`config.mk`:
```
export PLATFORM = sky130hd
export DESIGN_NAME = cswt_top
export DESIGN_NICKNAME = d
export VERILOG_FILES = /design/src/hdl/cswt_pkg.sv /design/src/hdl/cswt_timer.sv /design/src/hdl/cswt_top.sv
export SDC_FILE = /design/constraint.sdc
export NUM_CORES = 1
export LEC_CHECK = 0
export BUFFER_PORTS_ARGS = -buffer_cell sky130_fd_sc_hd__buf_2
export CAP_MARGIN = 10
export CORE_UTILIZATION = 50
export DETAILED_ROUTE_END_ITERATION = 10
export PLACE_DENSITY_LB_ADDON = 0.3
export SETUP_SLACK_MARGIN = 0.1
export SYNTH_ARGS = -nofsm -noshare
export SYNTH_HDL_FRONTEND = slang
export SYNTH_SLANG_ARGS = --single-unit
export TNS_END_PERCENT = 20
```
`constraint.sdc`:
```
create_clock -name clk_sys -period 10.4 [get_ports clk_sys]
set_clock_uncertainty 0.05 [all_clocks]
set_input_delay 2.08 -clock clk_sys [delete_from_list [all_inputs] [get_ports clk_sys]]
set_output_delay 2.08 -clock clk_sys [all_outputs]
set_load 0.02 [all_outputs]
```
`src/hdl/cswt_pkg.sv`:
```
// Purpose: constants and types of the cyclic sense / cyclic wake timers
// Assumes: clk_sys at 25 MHz, all timing derived from a 1 us tick
// Notes: timer setting code layout is period[2:0], on-time[5:3]
// How it works
// - timer runs as soon as on-time written
// - mapped output holds chosen OFF level before start
// - on-time longer than period flags config error
// - first sample is reference, change wakes
// - 16us stable filter after on-time end
// - each wake input sets its own flag
// - level status updates only in Normal or Stop
// - fail-safe disables outputs, inputs go static
// - faults disable output, timers keep running
// - Stop wake interrupts, Sleep wake restarts regulator
// - Sleep with pending flag wakes via Restart
// - enabled timer raises periodic interrupt once started
// - interrupt each on-time start except first
// - timers mappable to highside outputs by software
// - seven selectable periods per timer
// - five on-times plus OFF low and high
// - level change sampled at on-time end is potential wake
package cswt_pkg;
  localparam int CLK_HZ = 25_000_000;
  localparam int TICK_HZ = 1_000_000;
  localparam int TICK_CYCLES = CLK_HZ / TICK_HZ;
  localparam int FILTER_TIME_US = 16;
  localparam int FILTER_TICKS = FILTER_TIME_US * TICK_HZ / 1_000_000;
  localparam int RESTART_TIME_US = 100;
  localparam int RESTART_TICKS = RESTART_TIME_US * TICK_HZ / 1_000_000;
  localparam int CNT_W = 21;
  localparam int AW = 4;
  localparam int DW = 8;
  // register addresses
  localparam logic [3:0] ADDR_MODE = 4'h0;
  localparam logic [3:0] ADDR_TMR1 = 4'h1;
  localparam logic [3:0] ADDR_TMR2 = 4'h2;
  localparam logic [3:0] ADDR_HSCTL = 4'h3;
  localparam logic [3:0] ADDR_WKCTL = 4'h4;
  localparam logic [3:0] ADDR_WKCFG = 4'h5;
  localparam logic [3:0] ADDR_WKST1 = 4'h6;
  localparam logic [3:0] ADDR_WKST2 = 4'h7;
  localparam logic [3:0] ADDR_CFGST = 4'h8;
  localparam logic [5:0] TMR_RESET = 6'h00;
  // on-time codes
  localparam logic [2:0] ON_OFF_LOW = 3'h0;
  localparam logic [2:0] ON_OFF_HIGH = 3'h1;
  // highside source codes
  localparam logic [1:0] HS_SRC_OFF = 2'h0;
  localparam logic [1:0] HS_SRC_ON = 2'h1;
  localparam logic [1:0] HS_SRC_T1 = 2'h2;
  // wake input sensing codes
  localparam logic [1:0] WK_STATIC = 2'h0;
  localparam logic [1:0] WK_CYC_T1 = 2'h1;
  localparam logic [1:0] WK_CYC_T2 = 2'h2;
  // mode commands
  localparam logic [1:0] CMD_NORMAL = 2'h0;
  localparam logic [1:0] CMD_STOP = 2'h1;
  localparam logic [1:0] CMD_SLEEP = 2'h2;

  typedef enum logic [2:0] {
    CSWT_NORMAL = 3'b000,
    CSWT_STOP = 3'b001,
    CSWT_SLEEP = 3'b010,
    CSWT_RESTART = 3'b011,
    CSWT_FAILSAFE = 3'b100
  } cswt_mode_t;

  function automatic logic [CNT_W-1:0] cswt_period_us(logic [2:0] code);
    case (code)
      3'h0: cswt_period_us = 21'd10_000;
      3'h1: cswt_period_us = 21'd20_000;
      3'h2: cswt_period_us = 21'd50_000;
      3'h3: cswt_period_us = 21'd100_000;
      3'h4: cswt_period_us = 21'd200_000;
      3'h5: cswt_period_us = 21'd1_000_000;
      default: cswt_period_us = 21'd2_000_000;
    endcase
  endfunction

  function automatic logic [CNT_W-1:0] cswt_on_us(logic [2:0] code);
    case (code)
      3'h2: cswt_on_us = 21'd100;
      3'h3: cswt_on_us = 21'd300;
      3'h4: cswt_on_us = 21'd1_000;
      3'h5: cswt_on_us = 21'd10_000;
      3'h6: cswt_on_us = 21'd20_000;
      default: cswt_on_us = 21'd0;
    endcase
  endfunction
endpackage

```
`src/hdl/cswt_timer.sv`:
```
// Purpose: one periodic timer with on-time phase
// Assumes: tick is a one-cycle pulse once per microsecond
// Notes: onStart pulses only at wrap, never at the first on-time
`timescale 1ns/10ps
module cswt_timer
  import cswt_pkg::*;
(
  // clock and reset
  input wire logic clk_sys,
  input wire logic rst,
  // control
  input wire logic tick,
  input wire logic load,
  input wire logic hold,
  input wire logic [5:0] setting,
  // state
  output logic running,
  output logic onPhase,
  output logic onStart,
  output logic onEnd,
  output logic cfgErr
);
  logic [CNT_W-1:0] cntQ, cntD, perUs, onUs;
  logic runQ, runD;

  assign perUs = cswt_period_us(setting[2:0]);
  assign onUs = cswt_on_us(setting[5:3]);

  always_comb begin
    cntD = cntQ;
    runD = runQ;
    if (load) begin
      cntD = '0;
      runD = setting[5:3] > ON_OFF_HIGH;
    end else if (hold) begin
      runD = 1'b0;
      cntD = '0;
    end else if (runQ && tick) begin
      if (cntQ == perUs - 21'd1) begin
        cntD = '0;
      end else begin
        cntD = cntQ + 21'd1;
      end
    end
  end

  always_ff @(posedge clk_sys) begin
    if (rst) begin
      cntQ <= '0;
      runQ <= 1'b0;
    end else begin
      cntQ <= cntD;
      runQ <= runD;
    end
  end

  assign running = runQ;
  assign onPhase = runQ && (cntQ < onUs);
  // first on-time starts at load, so wraps are all later ones
  assign onStart = runQ && tick && (cntQ == perUs - 21'd1);
  assign onEnd = runQ && tick && (cntQ == onUs - 21'd1);
  assign cfgErr = runQ && (onUs > perUs);
endmodule

```
`src/hdl/cswt_top.sv`:
```
// Purpose: cyclic sense and cyclic wake with two timers
// Assumes: register port strobes one cycle, read data next cycle
// Notes: four highside outputs, three wake inputs, active low int/reset
`timescale 1ns/10ps
module cswt_top
  import cswt_pkg::*;
#(
  parameter int NUM_WK = 3,
  parameter int NUM_HS = 4
) (
  // clock and reset
  input wire logic clk_sys,
  input wire logic rst,
  // register port
  input wire logic [AW-1:0] regAddr,
  input wire logic [DW-1:0] regWdata,
  input wire logic regWr,
  input wire logic regRd,
  output logic [DW-1:0] regRdata,
  // wake inputs and highside outputs
  input wire logic [NUM_WK-1:0] wakeInput,
  output logic [NUM_HS-1:0] highsideOutput,
  // highside faults: overcurrent, overtemp, enabled supply fault
  input wire logic [NUM_HS-1:0] hsFault,
  // system
  input wire logic failSafeReq,
  output logic interruptOutputN,
  output logic mainRegulatorOutput,
  output logic resetOutN
);
  if (NUM_WK != 3 || NUM_HS != 4) begin : gBadCfg
    $error("cswt_top serves three wake inputs and four outputs");
  end

  // 1 us timebase
  logic [4:0] divQ, divD;
  logic tick;

  always_comb begin
    divD = divQ + 5'd1;
    if (divQ == 5'(TICK_CYCLES - 1)) begin
      divD = '0;
    end
  end

  always_ff @(posedge clk_sys) begin
    if (rst) begin
      divQ <= '0;
    end else begin
      divQ <= divD;
    end
  end

  assign tick = (divQ == 5'(TICK_CYCLES - 1));

  // registers and mode
  logic [5:0] tmr1Q, tmr1D, tmr2Q, tmr2D;
  logic [7:0] hsCtlQ, hsCtlD;
  logic [1:0] wkCtlQ, wkCtlD;
  logic [5:0] wkCfgQ, wkCfgD;
  logic [NUM_WK-1:0] wkFlagQ, wkFlagD, lvlStatQ, lvlStatD;
  logic [1:0] tmrFlagQ, tmrFlagD;
  logic cfgErrQ, cfgErrD;
  cswt_mode_t modeQ, modeD;
  logic [7:0] rstCntQ, rstCntD;
  logic [DW-1:0] rdataQ, rdataD;
  logic intNQ, intND, hsAllowed;
  logic wrMode, wrT1, wrT2, wrSt1, wrCfgSt;
  logic modeNS;

  // timers
  logic [1:0] tRun, tOn, tStart, tEnd, tErr;
  logic [5:0] tSet [2];
  logic [1:0] tLoad;
  logic tHold;

  // load must see the new code, not the one it replaces
  assign tSet[0] = tmr1D;
  assign tSet[1] = tmr2D;
  assign tLoad = {wrT2, wrT1};
  // cyclic operation stops in fail-safe
  assign tHold = (modeQ == CSWT_FAILSAFE);

  genvar t;
  generate
    for (t = 0; t < 2; t++) begin : gTmr
      cswt_timer uTmr (
        .clk_sys(clk_sys),
        .rst(rst),
        .tick(tick),
        .load(tLoad[t]),
        .hold(tHold),
        .setting(tSet[t]),
        .running(tRun[t]),
        .onPhase(tOn[t]),
        .onStart(tStart[t]),
        .onEnd(tEnd[t]),
        .cfgErr(tErr[t])
      );
    end
  endgenerate

  // wake input sensing, one filter per input
  logic [NUM_WK-1:0] wkEvent;
  genvar w;
  generate
    for (w = 0; w < NUM_WK; w++) begin : gWk
      logic [1:0] cfg;
      logic cyclic, trig, busyQ, busyD, candQ, candD;
      logic refQ, refD, refVldQ, refVldD;
      logic [4:0] fcQ, fcD;
      logic evD, evQ;
      assign cfg = wkCfgQ[2*w +: 2];
      // fail-safe forces static sensing
      assign cyclic = (modeQ != CSWT_FAILSAFE)
                      && (cfg == WK_CYC_T1 || cfg == WK_CYC_T2);
      // cyclic: sample at end of on-time; static: any change
      assign trig = cyclic
        ? tEnd[cfg == WK_CYC_T2]
        : (!busyQ && refVldQ && wakeInput[w] != refQ);

      always_comb begin
        busyD = busyQ;
        candD = candQ;
        refD = refQ;
        refVldD = refVldQ;
        fcD = fcQ;
        evD = 1'b0;
        if (!cyclic && !refVldQ) begin
          refD = wakeInput[w];
          refVldD = 1'b1;
        end else if (trig && !busyQ) begin
          busyD = 1'b1;
          candD = wakeInput[w];
          fcD = 5'(FILTER_TICKS);
        end else if (busyQ) begin
          if (wakeInput[w] != candQ) begin
            busyD = 1'b0;
          end else if (tick) begin
            fcD = fcQ - 5'd1;
            if (fcQ == 5'd1) begin
              busyD = 1'b0;
              refD = candQ;
              refVldD = 1'b1;
              evD = refVldQ && (candQ != refQ);
            end
          end
        end
      end

      always_ff @(posedge clk_sys) begin
        if (rst) begin
          busyQ <= 1'b0;
          candQ <= 1'b0;
          refQ <= 1'b0;
          refVldQ <= 1'b0;
          fcQ <= '0;
          evQ <= 1'b0;
        end else begin
          busyQ <= busyD;
          candQ <= candD;
          refQ <= refD;
          refVldQ <= refVldD;
          fcQ <= fcD;
          evQ <= evD;
        end
      end

      assign wkEvent[w] = evQ;

      always_comb begin
        lvlStatD[w] = lvlStatQ[w];
        if (busyQ && tick && fcQ == 5'd1 && wakeInput[w] == candQ
            && modeNS) begin
          lvlStatD[w] = candQ;
        end
      end
    end
  endgenerate

  assign modeNS = (modeQ == CSWT_NORMAL) || (modeQ == CSWT_STOP);
  assign wrMode = regWr && regAddr == ADDR_MODE;
  assign wrT1 = regWr && regAddr == ADDR_TMR1;
  assign wrT2 = regWr && regAddr == ADDR_TMR2;
  assign wrSt1 = regWr && regAddr == ADDR_WKST1;
  assign wrCfgSt = regWr && regAddr == ADDR_CFGST;

  always_comb begin
    tmr1D = tmr1Q;
    tmr2D = tmr2Q;
    hsCtlD = hsCtlQ;
    wkCtlD = wkCtlQ;
    wkCfgD = wkCfgQ;
    if (wrT1) begin
      tmr1D = regWdata[5:0];
    end else if (wrT2) begin
      tmr2D = regWdata[5:0];
    end else if (regWr && regAddr == ADDR_HSCTL) begin
      hsCtlD = regWdata;
    end else if (regWr && regAddr == ADDR_WKCTL) begin
      wkCtlD = regWdata[1:0];
    end else if (regWr && regAddr == ADDR_WKCFG) begin
      wkCfgD = regWdata[5:0];
    end
  end

  // flags: write one to clear, a same-cycle event wins
  always_comb begin
    wkFlagD = wkFlagQ;
    tmrFlagD = tmrFlagQ;
    cfgErrD = cfgErrQ;
    if (wrSt1) begin
      wkFlagD = wkFlagQ & ~regWdata[NUM_WK-1:0];
      tmrFlagD = tmrFlagQ & ~regWdata[4:3];
    end
    if (wrCfgSt) begin
      cfgErrD = cfgErrQ & ~regWdata[0];
    end
    wkFlagD = wkFlagD | wkEvent;
    // cyclic wake only counts in Normal and Stop
    tmrFlagD = tmrFlagD | (tStart & wkCtlQ & {2{modeNS}});
    cfgErrD = cfgErrD | (|tErr);
  end

  always_comb begin
    modeD = modeQ;
    rstCntD = rstCntQ;
    if (failSafeReq && modeQ != CSWT_FAILSAFE) begin
      modeD = CSWT_FAILSAFE;
    end else begin
      case (modeQ)
        CSWT_NORMAL, CSWT_STOP: begin
          if (wrMode && regWdata[1:0] == CMD_SLEEP) begin
            if (|wkFlagQ || |tmrFlagQ) begin
              modeD = CSWT_RESTART;
              rstCntD = '0;
            end else begin
              modeD = CSWT_SLEEP;
            end
          end else if (wrMode && regWdata[1:0] == CMD_STOP) begin
            modeD = CSWT_STOP;
          end else if (wrMode && regWdata[1:0] == CMD_NORMAL) begin
            modeD = CSWT_NORMAL;
          end
        end
        CSWT_SLEEP, CSWT_FAILSAFE: begin
          if (|wkEvent) begin
            modeD = CSWT_RESTART;
            rstCntD = '0;
          end
        end
        CSWT_RESTART: begin
          if (tick) begin
            rstCntD = rstCntQ + 8'd1;
            if (rstCntQ == 8'(RESTART_TICKS - 1)) begin
              modeD = CSWT_NORMAL;
            end
          end
        end
        default: modeD = CSWT_NORMAL;
      endcase
    end
  end

  // read mux and interrupt pin
  always_comb begin
    rdataD = '0;
    if (regRd) begin
      if (regAddr == ADDR_MODE) begin
        rdataD = {5'h00, modeQ};
      end else if (regAddr == ADDR_TMR1) begin
        rdataD = {2'h0, tmr1Q};
      end else if (regAddr == ADDR_TMR2) begin
        rdataD = {2'h0, tmr2Q};
      end else if (regAddr == ADDR_HSCTL) begin
        rdataD = hsCtlQ;
      end else if (regAddr == ADDR_WKCTL) begin
        rdataD = {tRun, 4'h0, wkCtlQ};
      end else if (regAddr == ADDR_WKCFG) begin
        rdataD = {2'h0, wkCfgQ};
      end else if (regAddr == ADDR_WKST1) begin
        rdataD = {3'h0, tmrFlagQ, wkFlagQ};
      end else if (regAddr == ADDR_WKST2) begin
        rdataD = {5'h00, lvlStatQ};
      end else if (regAddr == ADDR_CFGST) begin
        rdataD = {7'h00, cfgErrQ};
      end
    end
    // Stop wakes signal by interrupt, Sleep restarts instead
    intND = !(modeNS && (|wkFlagD || |tmrFlagD));
  end

  always_ff @(posedge clk_sys) begin
    if (rst) begin
      tmr1Q <= TMR_RESET;
      tmr2Q <= TMR_RESET;
      hsCtlQ <= '0;
      wkCtlQ <= '0;
      wkCfgQ <= '0;
      wkFlagQ <= '0;
      lvlStatQ <= '0;
      tmrFlagQ <= '0;
      cfgErrQ <= 1'b0;
      modeQ <= CSWT_NORMAL;
      rstCntQ <= '0;
      rdataQ <= '0;
      intNQ <= 1'b1;
    end else begin
      tmr1Q <= tmr1D;
      tmr2Q <= tmr2D;
      hsCtlQ <= hsCtlD;
      wkCtlQ <= wkCtlD;
      wkCfgQ <= wkCfgD;
      wkFlagQ <= wkFlagD;
      lvlStatQ <= lvlStatD;
      tmrFlagQ <= tmrFlagD;
      cfgErrQ <= cfgErrD;
      modeQ <= modeD;
      rstCntQ <= rstCntD;
      rdataQ <= rdataD;
      intNQ <= intND;
    end
  end

  // highside drive
  logic [NUM_HS-1:0] hsQ, hsD;
  assign hsAllowed = (modeQ != CSWT_FAILSAFE);

  genvar h;
  generate
    for (h = 0; h < NUM_HS; h++) begin : gHs
      logic [1:0] src;
      logic tsel, tlvl;
      assign src = hsCtlQ[2*h +: 2];
      assign tsel = (src != HS_SRC_T1);
      // before start the pin sits at the chosen OFF level
      assign tlvl = tRun[tsel] ? tOn[tsel]
                  : (tSet[tsel][5:3] == ON_OFF_HIGH);
      always_comb begin
        hsD[h] = 1'b0;
        if (src == HS_SRC_ON) begin
          hsD[h] = 1'b1;
        end else if (src != HS_SRC_OFF) begin
          hsD[h] = tlvl;
        end
        // fault drops the pin only; the timer keeps going
        if (hsFault[h] || !hsAllowed) begin
          hsD[h] = 1'b0;
        end
      end
    end
  endgenerate

  always_ff @(posedge clk_sys) begin
    if (rst) begin
      hsQ <= '0;
    end else begin
      hsQ <= hsD;
    end
  end

  assign highsideOutput = hsQ;
  assign regRdata = rdataQ;
  assign interruptOutputN = intNQ;
  assign mainRegulatorOutput = (modeQ != CSWT_SLEEP)
                               && (modeQ != CSWT_FAILSAFE);
  assign resetOutN = (modeQ != CSWT_RESTART);
endmodule

```
==> flow_metrics.py <==
metrics = {
    "outcome": {
        "status": "complete, no violations",
    },
    "logic_synthesis": {
        "synth_edf_count": 0,
        "synth_area_per_cell_sq_um": 7.59,
        "synth_most_common_cell": "nor2_1",
        "synth_top_area_cell": "dfxtp_1",
        "syn_area_sq_mm": 0.0104,
        "yosys_register_bits": 140,
        "synth_cells": 1370,
        "synthFlopType": "dfxtp_1",
        "synth_warnings": 0,
        "ys_seq_area_share_pct": 26.9,
        "syn_nets": 1455,
        "async_reset_ff_share_pct": 0,
        "ys_types": 97,
        "synth_common_cells": "nor2_1 (163), dfxtp_1 (140), nand2_1 (120), a21oi_1 (83), nand3_1 (66)",
        "yosysTopAreaCellShare_pct": 26.9,
        "synthTopCellsByArea": "dfxtp_1 (27%), ha_1 (7.3%), nor2_1 (5.9%), nand2_1 (4.3%), a21oi_1 (4.0%)",
    },
    "timing": {
        "setup_slack_ns": 4.17,
        "worstMarginPinSlew_ns": 1.13,
        "drv_slew": 0,
        "setup_tns_ns": 0,
        "finalSetupViolations": 0,
        "fin_crit_sh_pct": 59.9,
        "rsz0062_at_grt": "no",
        "period_needed_ns": 6.23,
        "fmax_mhz": 160,
        "final-hold-violation-count": 0,
        "max_slew_margin_pct": 23.3,
        "hold_slack_ns": 0.433,
    },
    "power_and_ir_drop": {
        "irDropWorstVdd_v": 0.000120,
        "power_density_mw_per_mm2": 121,
        "leakage_nw": 4.23,
    },
    "clocking": {
        "cts_setup_buffers": 0,
        "cts.repair.resized": 0,
        "cts_inserted_buffers": 17,
        "ctsRootBufferMaster": "clkbuf_16",
        "htree_levels": 4,
        "cts_tree": "yes",
        "insertion_delay_ns": 0.44,
        "hold_buffers": 0,
        "clk_path_buf_depth": 2,
        "cts_sinks": 140,
        "clk_pin_slew_ns": 0.07,
    },
    "route": {
        "drc": 0,
        "first_pass_iters": 8,
        "vias": 10200,
        "totalWireLength_mm": 31.1,
        "ant_nets": 0,
        "vias_per_cell": 6.29,
        "dr.first_iter.drc_count": 1021,
        "wire_per_inst_um": 19.1,
    },
    "global_routing": {
        "antenna_found_initial": 0,
        "grt_pass1_vias": 9490,
        "grt.total_usage_pct": 29.4,
        "grt_max_degree": 41,
        "grt_pass1_wl_mm": 49.7,
        "grt_overflow": 0,
    },
    "critical_path": {
        "required_ns": 10.73,
        "r2r-start": "tmr2Q[4]",
        "crit_fanout": 36,
        "critPathLaunchType": "primary input",
        "r2r_slack_ns": 6.21,
        "rr_endpoint": "gWk[0].fcQ[3]",
        "end_kind": "register",
        "ff2ff_path_depth": 13,
        "cp.arrival_ns": 6.56,
        "crit_type": "in -> reg",
    },
    "floorplan": {
        "die_h_um": 146,
        "core_area_sq_mm": 0.0203,
        "initial_core_util_pct": 51.3,
        "die_w_um": 146,
        "pin_count": 39,
        "row_count": 52,
        "dieArea_sq_mm": 0.0214,
    },
    "hold_path": {
        "hold_path.class": "reg -> reg",
        "hp-start": "gWk[0].fcQ[1]",
        "hold_depth": 2,
        "whs_endpoint": "gWk[0].fcQ[1]",
    },
    "place": {
        "hpwl_mm": 22.5,
        "pre_cts_slack_ns": 3.79,
        "io_buffer_count": 38,
        "gp_congestion": 0.952,
    },
    "flow_run": {
        "maxCapViolCount": 0,
    },
    "final_layout": {
        "num_antenna_cells": 0,
        "drive_gt1_share_pct": 8.90,
        "layout.nets": 1432,
        "syn2layout_area_growth_pct": 7.78,
    },
}
-- critical path, stage by stage --
cell,delay [ns]
buf_2,0.25
nor3b_4,0.22
buf_4,0.38
nand2_1,0.43
o21ai_0,0.52
a211oi_1,0.15
ha_1,0.31
xor2_1,0.21
or4_4,0.55
a211oi_4,0.33
nand4_2,0.23
a21bo_1,0.27
or4_1,0.47
a21oi_1,0.14
-- state kept, by name, summed over array words and instances, names as in the netlist, 4 cells and up --
| signal | count |
|---|---|
| rstCntQ | 8 |
| regRdata | 8 |
| tmr1Q | 6 |
| hsCtlQ | 8 |
| divQ | 5 |
| gTmr.uTmr.cntQ | 42 |
| tmr2Q | 6 |
| gWk.fcQ | 15 |
| wkCfgQ | 6 |
| highsideOutput | 4 |
-- report_power, final --
| group | internal (mW) | switching, mW |
|---|---|---|
| sequential | 0.547 | 0.0137 |
| combinational | 0.0547 | 0.100 |
| clock | 0.366 | 0.273 |
| total | 0.968 | 0.387 |
-- metal layers --
layer / wire (um) / GRT usage, % / vias to the layer above / part of all wire [%]
met4: 1200 / 13.7 / 0 / 3.8
met2: 13700 / 45.2 / 436 / 44
met1: 13700 / 39.3 / 4839 / 44
li1: - / - / 4877 / -
met3: 2510 / 6.16 / 96 / 8.1
met5: 0 / 0 / - / 0
-- placed cells by master, fill, tap and decap left out, types with 39 or more instances in the layout --
master	Yosys	layout
ha_1	61	61
nor2_1	163	163
nand2_1	120	120
a21oi_1	83	83
o21ai_0	46	46
dfxtp_1	140	140
xnor2_1	40	40
inv_1	54	54
nand3_1	66	66
xor2_1	39	39
-- worst max path at each step --
stage / slack [ns] / end / start / cells past startpoint
after global routing: 3.82 / gTmr[1].uTmr.cntQ[7] / regAddr[1] / 13
after floorplan: 4.48 / gWk[1].fcQ[0] / regAddr[3] / 19
after detailed placement: 3.79 / gWk[0].fcQ[3] / regWr / 14
after CTS: 4.23 / gWk[0].fcQ[3] / regWr / 14
after global placement: 3.83 / gWk[0].fcQ[3] / regWr / 14
final: 4.17 / gWk[0].fcQ[3] / regWr / 14
-- cell type report --
| type | count | area (sq um) |
|---|---|---|
| clock inverter | 13 | 155 |
| tap | 270 | 338 |
| multi-input combinational | 1086 | 7020 |
| fill | 1989 | 9080 |
| clock buffer | 19 | 443 |
| sequential | 140 | 2800 |
| inverter | 56 | 210 |
| timing repair buffer | 46 | 250 |
-- per-stage QoR --
step                      utilization (%)  cells  power (mW)  instance area [sq um]
after floorplan                         -   1370       0.684                  10400
after global placement               52.3   1598       0.721                  10600
after detailed placement             52.3   1598       0.723                  10600
after CTS                            55.2   1630        1.36                  11200
after global routing                 55.2   1630        1.40                  11200
final                                55.2   1630        1.35                  11200
-- logic make-up after synthesis --
kind of cell / Yosys count / share of synthesized area (%)
xor gates and xnor gates: 79 / 6.65
adders and majority gates: 62 / 7.43
buffers and inverters: 144 / 5.70
and+or+nand+nor: 589 / 28.7
muxes: 27 / 3.01
DFF: 140 / 26.9
AOI/OAI and AO/OA: 329 / 21.6
No activity file was read; power rests on OpenSTA's default activity.
